### config.mk
export PLATFORM = sky130hd
export DESIGN_NAME = sit_timer
export DESIGN_NICKNAME = d
export VERILOG_FILES = /design/src/sit_channel.v /design/src/sit_timer.v
export VERILOG_INCLUDE_DIRS = /design/src
export SDC_FILE = /design/constraint.sdc
export NUM_CORES = 1
export LEC_CHECK = 0
export ABC_AREA = 0
export BUFFER_PORTS_ARGS = -buffer_cell sky130_fd_sc_hd__buf_4
export CAP_MARGIN = 20
export CORE_AREA = 3 3 116 229
export DETAILED_ROUTE_END_ITERATION = 16
export DIE_AREA = 0 0 119 232
export SETUP_SLACK_MARGIN = 0.4
export SLEW_MARGIN = 15
export SYNTH_ARGS = -nofsm -noshare
export SYNTH_HDL_FRONTEND = slang
export SYNTH_SLANG_ARGS = --single-unit
### constraint.sdc
create_clock -name clock_i -period 2.6 [get_ports clock_i]
set_input_delay 0.26 -clock clock_i [delete_from_list [all_inputs] [get_ports clock_i]]
set_output_delay 0.26 -clock clock_i [all_outputs]
set_load 0.1 [all_outputs]
### src/sit_defs.vh
// constants for the two-channel scheduled interrupt timer
// assumes a 250 MHz core clock and a program side issuing one-cycle commands
`ifndef SIT_DEFS_VH
`define SIT_DEFS_VH
`define SIT_UNIT_10MS 4'h0
`define SIT_UNIT_1MS 4'h1
`define SIT_UNIT_100US 4'h2
`define SIT_NUM_NORM0 5'h04
`define SIT_NUM_NORM1 5'h05
`define SIT_NUM_RST0 5'h0e
`define SIT_NUM_RST1 5'h0f
`define SIT_CLK_MHZ 250
`define SIT_TICK_US 100
`define SIT_TICK_CYC (`SIT_CLK_MHZ * `SIT_TICK_US)
`define SIT_TICK_LAST 15'h61a7
`define SIT_DIV_1MS 4'ha
`define SIT_DIV_10MS 7'h64
`define SIT_MAX_100US 14'h270f
`define SIT_MIN_FAST 14'h0002
`define SIT_MIN_COMPACT 14'h0005
`define SIT_MIN_OTHER 14'h0001
`define SIT_W 14
`endif

### src/sit_channel.v
// one scheduled interrupt channel: interval, internal count, enable
// assumes a shared 0.1 ms tick pulse and one-cycle commands
`timescale 1ns/10ps
`include "sit_defs.vh"
module sit_channel
(
	// clock and reset
	input wire clock_i,
	input wire resetn_i,
	// time base
	input wire tick_i,
	input wire [3:0] unit_i,
	// commands
	input wire start_i,
	input wire reset_start_i,
	input wire prohibit_i,
	input wire [`SIT_W-1:0] interval_i,
	// state
	output reg [`SIT_W-1:0] interval_o,
	output reg [`SIT_W-1:0] present_count_o,
	output reg enabled_o,
	output reg irq_o
);
	reg [6:0] prescale;
	wire [6:0] div_top;
	wire unit_tick;
	wire [`SIT_W-1:0] next_count;

	// prescale 0.1 ms ticks into the selected unit
	assign div_top = (unit_i == `SIT_UNIT_10MS) ? (`SIT_DIV_10MS - 7'h01) :
		(unit_i == `SIT_UNIT_1MS) ? {3'h0, `SIT_DIV_1MS} - 7'h01 : 7'h00;
	assign unit_tick = tick_i && (prescale == div_top);
	assign next_count = present_count_o + {{(`SIT_W-1){1'b0}}, 1'b1};

	// channel state
	always @(posedge clock_i)
	begin
		irq_o <= 1'b0;
		if (!resetn_i)
		begin
			prescale <= 7'h00;
			interval_o <= {`SIT_W{1'b0}};
			present_count_o <= {`SIT_W{1'b0}};
			enabled_o <= 1'b0;
		end
		else if (prohibit_i)
			enabled_o <= 1'b0;
		else if (start_i || reset_start_i)
		begin
			interval_o <= interval_i;
			enabled_o <= 1'b1;
			if (reset_start_i)
			begin
				present_count_o <= {`SIT_W{1'b0}};
				prescale <= 7'h00;
			end
			// normal start leaves the count running
		end
		else if (enabled_o && tick_i)
		begin
			prescale <= unit_tick ? 7'h00 : prescale + 7'h01;
			if (unit_tick)
			begin
				if (next_count >= interval_o)
				begin
					present_count_o <= {`SIT_W{1'b0}};
					irq_o <= 1'b1;
				end
				else
					present_count_o <= next_count;
			end
		end
	end
endmodule

### src/sit_timer.v
// two-channel scheduled interrupt timer with start, reset start, prohibit and readback
// assumes commands are one-cycle pulses from the instruction sequencer
`timescale 1ns/10ps
`include "sit_defs.vh"
module sit_timer
(
	// clock and reset
	input wire clock_i,
	input wire resetn_i,
	// configuration
	input wire [3:0] unit_sel_i,
	input wire compact_i,
	input wire run_start_i,
	// mask set command
	input wire mask_set_i,
	input wire mask_prohibit_i,
	input wire [4:0] mask_num_i,
	input wire [`SIT_W-1:0] mask_interval_i,
	// mask read command
	input wire mask_read_i,
	input wire [4:0] read_num_i,
	// results
	output reg cmd_error_o,
	output reg read_valid_o,
	output reg [`SIT_W-1:0] read_data_o,
	output wire [1:0] irq_o
);
	reg [3:0] unit;
	reg [14:0] tick_cnt;
	wire tick;
	wire [1:0] is_norm;
	wire [1:0] is_rst;
	wire [`SIT_W-1:0] min_iv;
	wire iv_ok;
	wire [`SIT_W-1:0] iv_q [0:1];
	wire [`SIT_W-1:0] pc_q [0:1];

	// unit latched when operation starts; unknown codes fall to 10 ms
	always @(posedge clock_i)
	begin
		if (!resetn_i)
			unit <= `SIT_UNIT_10MS;
		else if (run_start_i)
			unit <= (unit_sel_i == `SIT_UNIT_1MS || (unit_sel_i == `SIT_UNIT_100US)) ?
				unit_sel_i : `SIT_UNIT_10MS;
	end

	// 0.1 ms base tick from the core clock
	always @(posedge clock_i)
	begin
		if (!resetn_i || tick)
			tick_cnt <= 15'h0000;
		else
			tick_cnt <= tick_cnt + 15'h0001;
	end
	assign tick = (tick_cnt == `SIT_TICK_LAST); // last cycle of each 0.1 ms period

	// command decode
	assign is_norm[0] = mask_num_i == `SIT_NUM_NORM0;
	assign is_norm[1] = mask_num_i == `SIT_NUM_NORM1;
	assign is_rst[0] = compact_i && (mask_num_i == `SIT_NUM_RST0);
	assign is_rst[1] = compact_i && (mask_num_i == `SIT_NUM_RST1);

	// interval range check; 0.1 ms minimum depends on the variant
	assign min_iv = (unit != `SIT_UNIT_100US) ? `SIT_MIN_OTHER :
		compact_i ? `SIT_MIN_COMPACT : `SIT_MIN_FAST;
	assign iv_ok = mask_prohibit_i || ((mask_interval_i >= min_iv) &&
		(mask_interval_i <= `SIT_MAX_100US));

	// two channels
	genvar g;
	generate
		for (g = 0; g < 2; g = g + 1)
		begin : gen_ch
			sit_channel u_ch
			(
				.clock_i(clock_i),
				.resetn_i(resetn_i),
				.tick_i(tick),
				.unit_i(unit),
				.start_i(mask_set_i && !mask_prohibit_i && iv_ok && is_norm[g]),
				.reset_start_i(mask_set_i && !mask_prohibit_i && iv_ok && is_rst[g]),
				.prohibit_i(mask_set_i && mask_prohibit_i && (is_norm[g] || is_rst[g])),
				.interval_i(mask_interval_i),
				.interval_o(iv_q[g]),
				.present_count_o(pc_q[g]),
				.enabled_o(),
				.irq_o(irq_o[g])
			);
		end
	endgenerate

	// readback and error flag
	always @(posedge clock_i)
	begin
		if (!resetn_i)
		begin
			read_valid_o <= 1'b0;
			read_data_o <= {`SIT_W{1'b0}};
			cmd_error_o <= 1'b0;
		end
		else
		begin
			read_valid_o <= 1'b0;
			cmd_error_o <= mask_set_i && !(iv_ok && (is_norm != 2'b00 || is_rst != 2'b00));
			if (mask_read_i)
			begin
				read_valid_o <= 1'b1;
				case (read_num_i)
					`SIT_NUM_NORM0: read_data_o <= iv_q[0];
					`SIT_NUM_NORM1: read_data_o <= iv_q[1];
					`SIT_NUM_RST0: read_data_o <= compact_i ? pc_q[0] : {`SIT_W{1'b0}};
					`SIT_NUM_RST1: read_data_o <= compact_i ? pc_q[1] : {`SIT_W{1'b0}};
					default:
					begin
						read_data_o <= {`SIT_W{1'b0}};
						cmd_error_o <= 1'b1;
					end
				endcase
				if (!compact_i && (read_num_i == `SIT_NUM_RST0 || read_num_i == `SIT_NUM_RST1))
					cmd_error_o <= 1'b1;
			end
		end
	end
endmodule

After elaboration in Yosys (flattened, before gate mapping)
Index checks and enable logic that the tools add are counted. Widths: inputs -> output; s select.

Flip-flop bits (word level): 109. Output and inout bits: 18.

Add/subtract/negate cells: 5. $lt $le $gt $ge: 4. Equality and inequality tests: 17. Muxes and demuxes: 32. Bitwise operators: 7. Reductions and logical operators: 50.

Operators with widths (number): $mux 14 (12); $mux 7 (9); $pmux 14 s4 (1); $add 14x1->14 const B (2); $ge 14x14->1 (2); $eq 5x3->1 const B (4); $eq 5x4->1 const B (4); $logic_and 1x1->1 (19); $add 15x1->15 const B (1); $eq 15x15->1 const B (1); $add 7x1->7 const B (2); $eq 7x7->1 (2); $ge 14x3->1 (1); $le 14x14->1 const B (1); $reduce_bool 2->1 (6); $reduce_or 5->1 (2); $logic_or 1x1->1 (9); $eq 4x1->1 const B (2); $mux 4 (2); $reduce_and 4->1 (2); $not 1->1 (7); $mux 1 (6); $mux 3 (2); $reduce_and 3->1 (2); other kinds (8) (14).

Longest topological paths before layout
Word-level depth: 11. Gate-level depth with buffers: 14. Depth with buffers taken out: 13.

Cells and area by module
A second synthesis with hierarchy kept.

Cells, all modules: 745. Area total of the unflattened synthesis: 6104.6 um^2.

Modules (own cells, without submodules): sit_channel (instances 2, cells each 265, area an instance 2087.0 um^2, sequential area each 740.7 um^2); sit_timer (instances 1, cells each 215, area an instance 1930.6 um^2, sequential area each 700.7 um^2).

Worst setup path before layout
Ideal clock, no wire load.

Path type: register to register. Start point: reg gen_ch[0].u_ch.present_count_o[2]. End point: reg gen_ch[0].u_ch.present_count_o[5]. Setup time: 0.060 ns. Data arrival time: 2.774 ns. Required time: 2.540 ns. Path slack: -0.234 ns. Cell stages (with the launch flop): 15. Path buffers: 1. Period minus slack after synthesis: 2.834 ns. Cell sequence: dfxtp_1 > and3_1 > nand4_1 > nor2_1 > nand3_1 > and2_1 > or2_2 > ha_1 > a21o_1 > a21o_1 > a21oi_1 > and3_1 > buf_2 > o211ai_1 > nand2_1.

Cells in the longest elaborated chain, start to end: 6.

Ends and longest elaborated chain: start: declaration (RTL line sit_channel.v:20) `` output reg [`SIT_W-1:0] present_count_o, ``; start signal: assignment (RTL line sit_channel.v:43) `` present_count_o <= {`SIT_W{1'b0}}; ``; start signal: assignment (RTL line sit_channel.v:54) `` present_count_o <= {`SIT_W{1'b0}}; ``; start signal: assignment (RTL line sit_channel.v:66) `` present_count_o <= {`SIT_W{1'b0}}; ``; $add 14x1->14 (*) (RTL line sit_channel.v:33) `` assign next_count = present_count_o + {{(`SIT_W-1){1'b0}}, 1'b1}; ``; $ge 14x14->1 (RTL line sit_channel.v:64) `if (next_count >= interval_o)`; $mux 14 (*) (RTL line sit_channel.v:64); $mux 14 (*) (RTL line sit_channel.v:62) `if (unit_tick)`; $mux 14 (*) (RTL line sit_channel.v:59) `else if (enabled_o && tick_i)`; $mux 14 (*) (RTL line sit_channel.v:48) `else if (start_i || reset_start_i)`.

Every way passes the cells marked *; elsewhere a longest branch is shown, timed or not. The select of a mux whose other input is x is not followed. A chain may end at the register's enable or synchronous reset.

Worst setup path in the final report
Start point: reg unit[3]. End point: reg gen_ch[1].u_ch.present_count_o[5].

Cells in the longest elaborated chain, start to end: 10. Elaborated cells on any way between the ends: 20. Those cells by class: 1 x order compare; 4 x eq/ne; 4 x mux; 11 x reduce/logical.

Ends and longest elaborated chain: start: declaration (RTL line sit_timer.v:28) `reg [3:0] unit;`; start signal: assignment (RTL line sit_timer.v:42) `` unit <= `SIT_UNIT_10MS; ``; start signal: assignment (RTL line sit_timer.v:44) `` unit <= (unit_sel_i == `SIT_UNIT_1MS || (unit_sel_i == `SIT_UNIT_100US)) ? ``; $ne 4x2->1 (no line); $mux 3 (no line); $ge 14x3->1 (RTL line sit_timer.v:67) `assign iv_ok = mask_prohibit_i || ((mask_interval_i >= min_iv) &&`; $logic_and 1x1->1 (RTL line sit_timer.v:67); $logic_or 1x1->1 (RTL line sit_timer.v:67); $logic_and 1x1->1 (RTL line sit_timer.v:81, sit_timer.v:82); $logic_and 1x1->1 (on tied branches) (RTL line sit_timer.v:81, sit_timer.v:82); $logic_or 1x1->1 (RTL line sit_channel.v:48); $ne 2x1->1 (no line) or $reduce_bool 2->1 (tied branches); $reduce_and 4->1 (no line); end signal: assignment (RTL line sit_channel.v:43); end signal: assignment (RTL line sit_channel.v:54); end signal: assignment (RTL line sit_channel.v:66); end: declaration (RTL line sit_channel.v:20).

Parallel ways exist; a longest one is shown, timed or not.

==> flow_summary.yaml <==
status:
  status: "finished, violations left"
  violations: "setup timing"
logic_synthesis:
  synth_seq_area_share: 0.354
  yosysTopAreaCell: "dfxtp_1"
  synth_edf_count: 0
  ys_seq_elements: 109
  ys_types: 69
  synth.most_common_cell: "dfxtp_1"
  yosys-top-cells-area: "dfxtp_1, ha_1, nand2_1, a22o_1, mux2i_1"
  synth_top_area_share: 0.354
  synth_common_cells: "dfxtp_1, nand2_1, nor2_1"
  synth_cells: 741
  postSynth.asyncResetShare: 0
  syn_nets: 812
  syn_area_um2: 6170
  ys_warn_count: 0
  synth_ff_type: "dfxtp_1"
  avgSynthCellArea_um2: 8.33
setup_path:
  crit_path_end_kind: "register"
  critPathCapture: "gen_ch[1].u_ch.present_count_o[5]$_SDFFE_PN0P_"
  reg2reg_depth: 11
  cp_max_fo: 10
  cp-startpoint: "unit[3]$_SDFFE_PN0P_"
  worst_ep_required_time_ns: 2.89
  timing.rr.start: "unit[3]$_SDFFE_PN0P_"
  critPathKind: "reg2reg"
  r2r-end: "gen_ch[1].u_ch.present_count_o[5]$_SDFFE_PN0P_"
  startpoint_type: "register"
  rrSetupSlack_ns: -0.24
  worst_ep_arrival_time_ns: 3.13
floorplanning:
  start_util: 0.246
  rows: 82
  chipWidth_um: 119
  die_h_um: 232
  ioPinCount: 53
  core-area_um2: 25100
  dieArea_um2: 27600
timing:
  finalSetupViolations: 50
  slew_viol_final: 0
  fin_crit_sh: 1.09
  worst_pin_slew_ns: 0.585
  rsz0062_at_grt: "true"
  min_period_ns: 2.84
  hold_viol: 0
  slew_headroom: 0.605
  fmax_mhz: 352
  setup_ws_ns: -0.238
  skew_ns: 0.0105
job:
  drv_cap: 0
clock_tree:
  clock-root-buffer: "clkbuf_16"
  htreeDepth: 3
  insertion_delay_ns: 0.36
  cts_hold_buf: 0
  cts_made_buffers: 9
  clk_pin_slew_ns: 0.08
  clockBufferDepth: 2
  cts_tree: "done"
  cts_num_sinks: 109
layout:
  instances_no_fill: 1230
  design_area_um2: 8890
  fin_nets: 960
  post-route-util: 0.354
  area_delta_synth_final_pct: 44.0
  final_layout_size_suffix_gt1_frac: 0.365
  n_antenna_cell: 0
routing:
  wl_per_cell_um: 18.6
  dr.pass1.iters: 5
  detail-route-antenna-nets: 0
  drc: 0
  drt_iter0_drc: 403
  vias_per_cell: 5.08
  via_count: 6253
  totalWireLength_um: 22900
hold_path:
  hold_path_class: "in2reg"
placement:
  pre_cts_ws_ns: -0.224
  dpl_cell_area_um2: 7640
  dp_hpwl_um: 16400
  port-buffer-count: 52
  dp.cells: 1184
  routabilityCongestion: 0.893
grt:
  grt_pass1_vias: 6229
  grt_overflow: 0
  grt_max_degree: 37
  groute.usage.overall: 0.159
  antenna_found_initial: 0
  grt_pass1_wl_um: 34000
power_and_ir_drop:
  powerDensity_nw_per_um2: 391
  vdd_ir_drop_max_mv: 0.253
  p_leak_nw: 3.45
  finalPower_w: 0.00347
logic make-up (layout without fill, tap and decap cells):
kind of cell / after synthesis / count (layout) / synth area share
muxes: 20 / 20 / 0.0324
DFF: 109 / 109 / 0.354
xor gates and xnor gates: 29 / 29 / 0.0412
buffers and inverters: 74 / 226 / 0.0476
and+or+nand+nor: 305 / 306 / 0.255
AOI/OAI and AO/OA: 168 / 168 / 0.198
adders and majority gates: 36 / 36 / 0.0730
how the worst min path moves through the flow:
stage | start | cells after the start | end | slack, ns
after floorplan | run_start_i | 1 | unit[3]$_SDFFE_PN0P_ | 0.33
after global placement | run_start_i | 2 | unit[3]$_SDFFE_PN0P_ | 0.46
after detailed placement | gen_ch[0].u_ch.interval_o[10]$_SDFFE_PN0P_ | 2 | gen_ch[0].u_ch.interval_o[10]$_SDFFE_PN0P_ | 0.47
after CTS | run_start_i | 2 | unit[3]$_SDFFE_PN0P_ | 0.08
after global routing | run_start_i | 2 | unit[2]$_SDFFE_PN0P_ | 0.1
final | run_start_i | 2 | unit[2]$_SDFFE_PN0P_ | 0.09
layout by cell type (no fill, tap or decap), types with 6 or more instances in the layout:
cell,n
buf_4,136
dfxtp_1,99
nand2_1,76
nor2_1,47
inv_1,42
ha_1,28
a22o_1,25
o21ai_0,23
nand3_1,22
buf_6,22
a21oi_2,21
mux2i_1,19
nand2_4,17
a31oi_1,15
xnor2_1,14
a22oi_1,14
and3_1,13
clkbuf_16,13
xor2_1,12
nor2b_1,11
or3_1,11
o211ai_1,10
and3_4,9
nor3_1,9
a21oi_1,8
dfxtp_2,8
or2_2,7
nand4_1,6
or2_4,6
ha_4,6
per-layer routing:
layer / vias up / global-route usage / part of all wire
met2: 198 / 0.302 / 0.53
met5: - / 0 / 0
met3: 91 / 0.0227 / 0.042
met4: 0 / 0.124 / 0.095
li1: 2975 / - / -
met1: 2989 / 0.148 / 0.33
timing repair:
action / 4_1_cts / 5_1_grt
pin swaps: 40 / 64
cloned: 3 / 5
endpoints found under the hold margin: 0 / 0
endpoints found under the setup margin: 88 / 89
buffers inserted: 11 / 11
gates resized for setup: 74 / 83
critical path, cell delays in order (launching register included):
cell and delay (ns):
dfxtp_2 0.34, nor4b_4 0.29, nand2b_1 0.12, ha_1 0.32
nor3b_2 0.26, nor2_4 0.08, or3_4 0.36, a41oi_4 0.28
and4b_2 0.32, buf_6 0.15, a32oi_1 0.10, mux2i_1 0.15
where the power goes:
group | total [W] | leakage, nW | switching, W | internal (W)
clock network | 0.00134 | 0.133 | 0.000678 | 0.000659
logic | 0.000424 | 2.43 | 0.000268 | 0.000155
registers | 0.00171 | 0.888 | 0.0000207 | 0.00169
state kept, by name, indices dropped and copies added, names as in the netlist:
signal and cells:
cmd_error_o 1, gen_ch.u_ch.enabled_o 2, gen_ch.u_ch.interval_o 28, gen_ch.u_ch.irq_o 2
gen_ch.u_ch.prescale 14, gen_ch.u_ch.present_count_o 28, read_data_o 14, read_valid_o 1
tick_cnt 15, unit 4
layout make-up:
class	instances	area, µm²
clock buffers	10	229
clock inverters	6	47.5
fillers	2558	16200
inverters	42	158
multi-input cells	559	4340
flip-flops and latches	109	2200
well taps	336	420
repair buffers	168	1500
per-stage QoR:
| stage | setup TNS (ns) | hold slack (ns) |
|---|---|---|
| final | -6.49 | 0.0902 |
| after global routing | -13.42 | 0.0962 |
| after CTS | -5.28 | 0.0828 |
| after detailed placement | -6.18 | 0.468 |
| after global placement | -4.80 | 0.461 |
| after floorplan | -0.0251 | 0.328 |
Note: power is estimated with default switching activity, not from simulation.
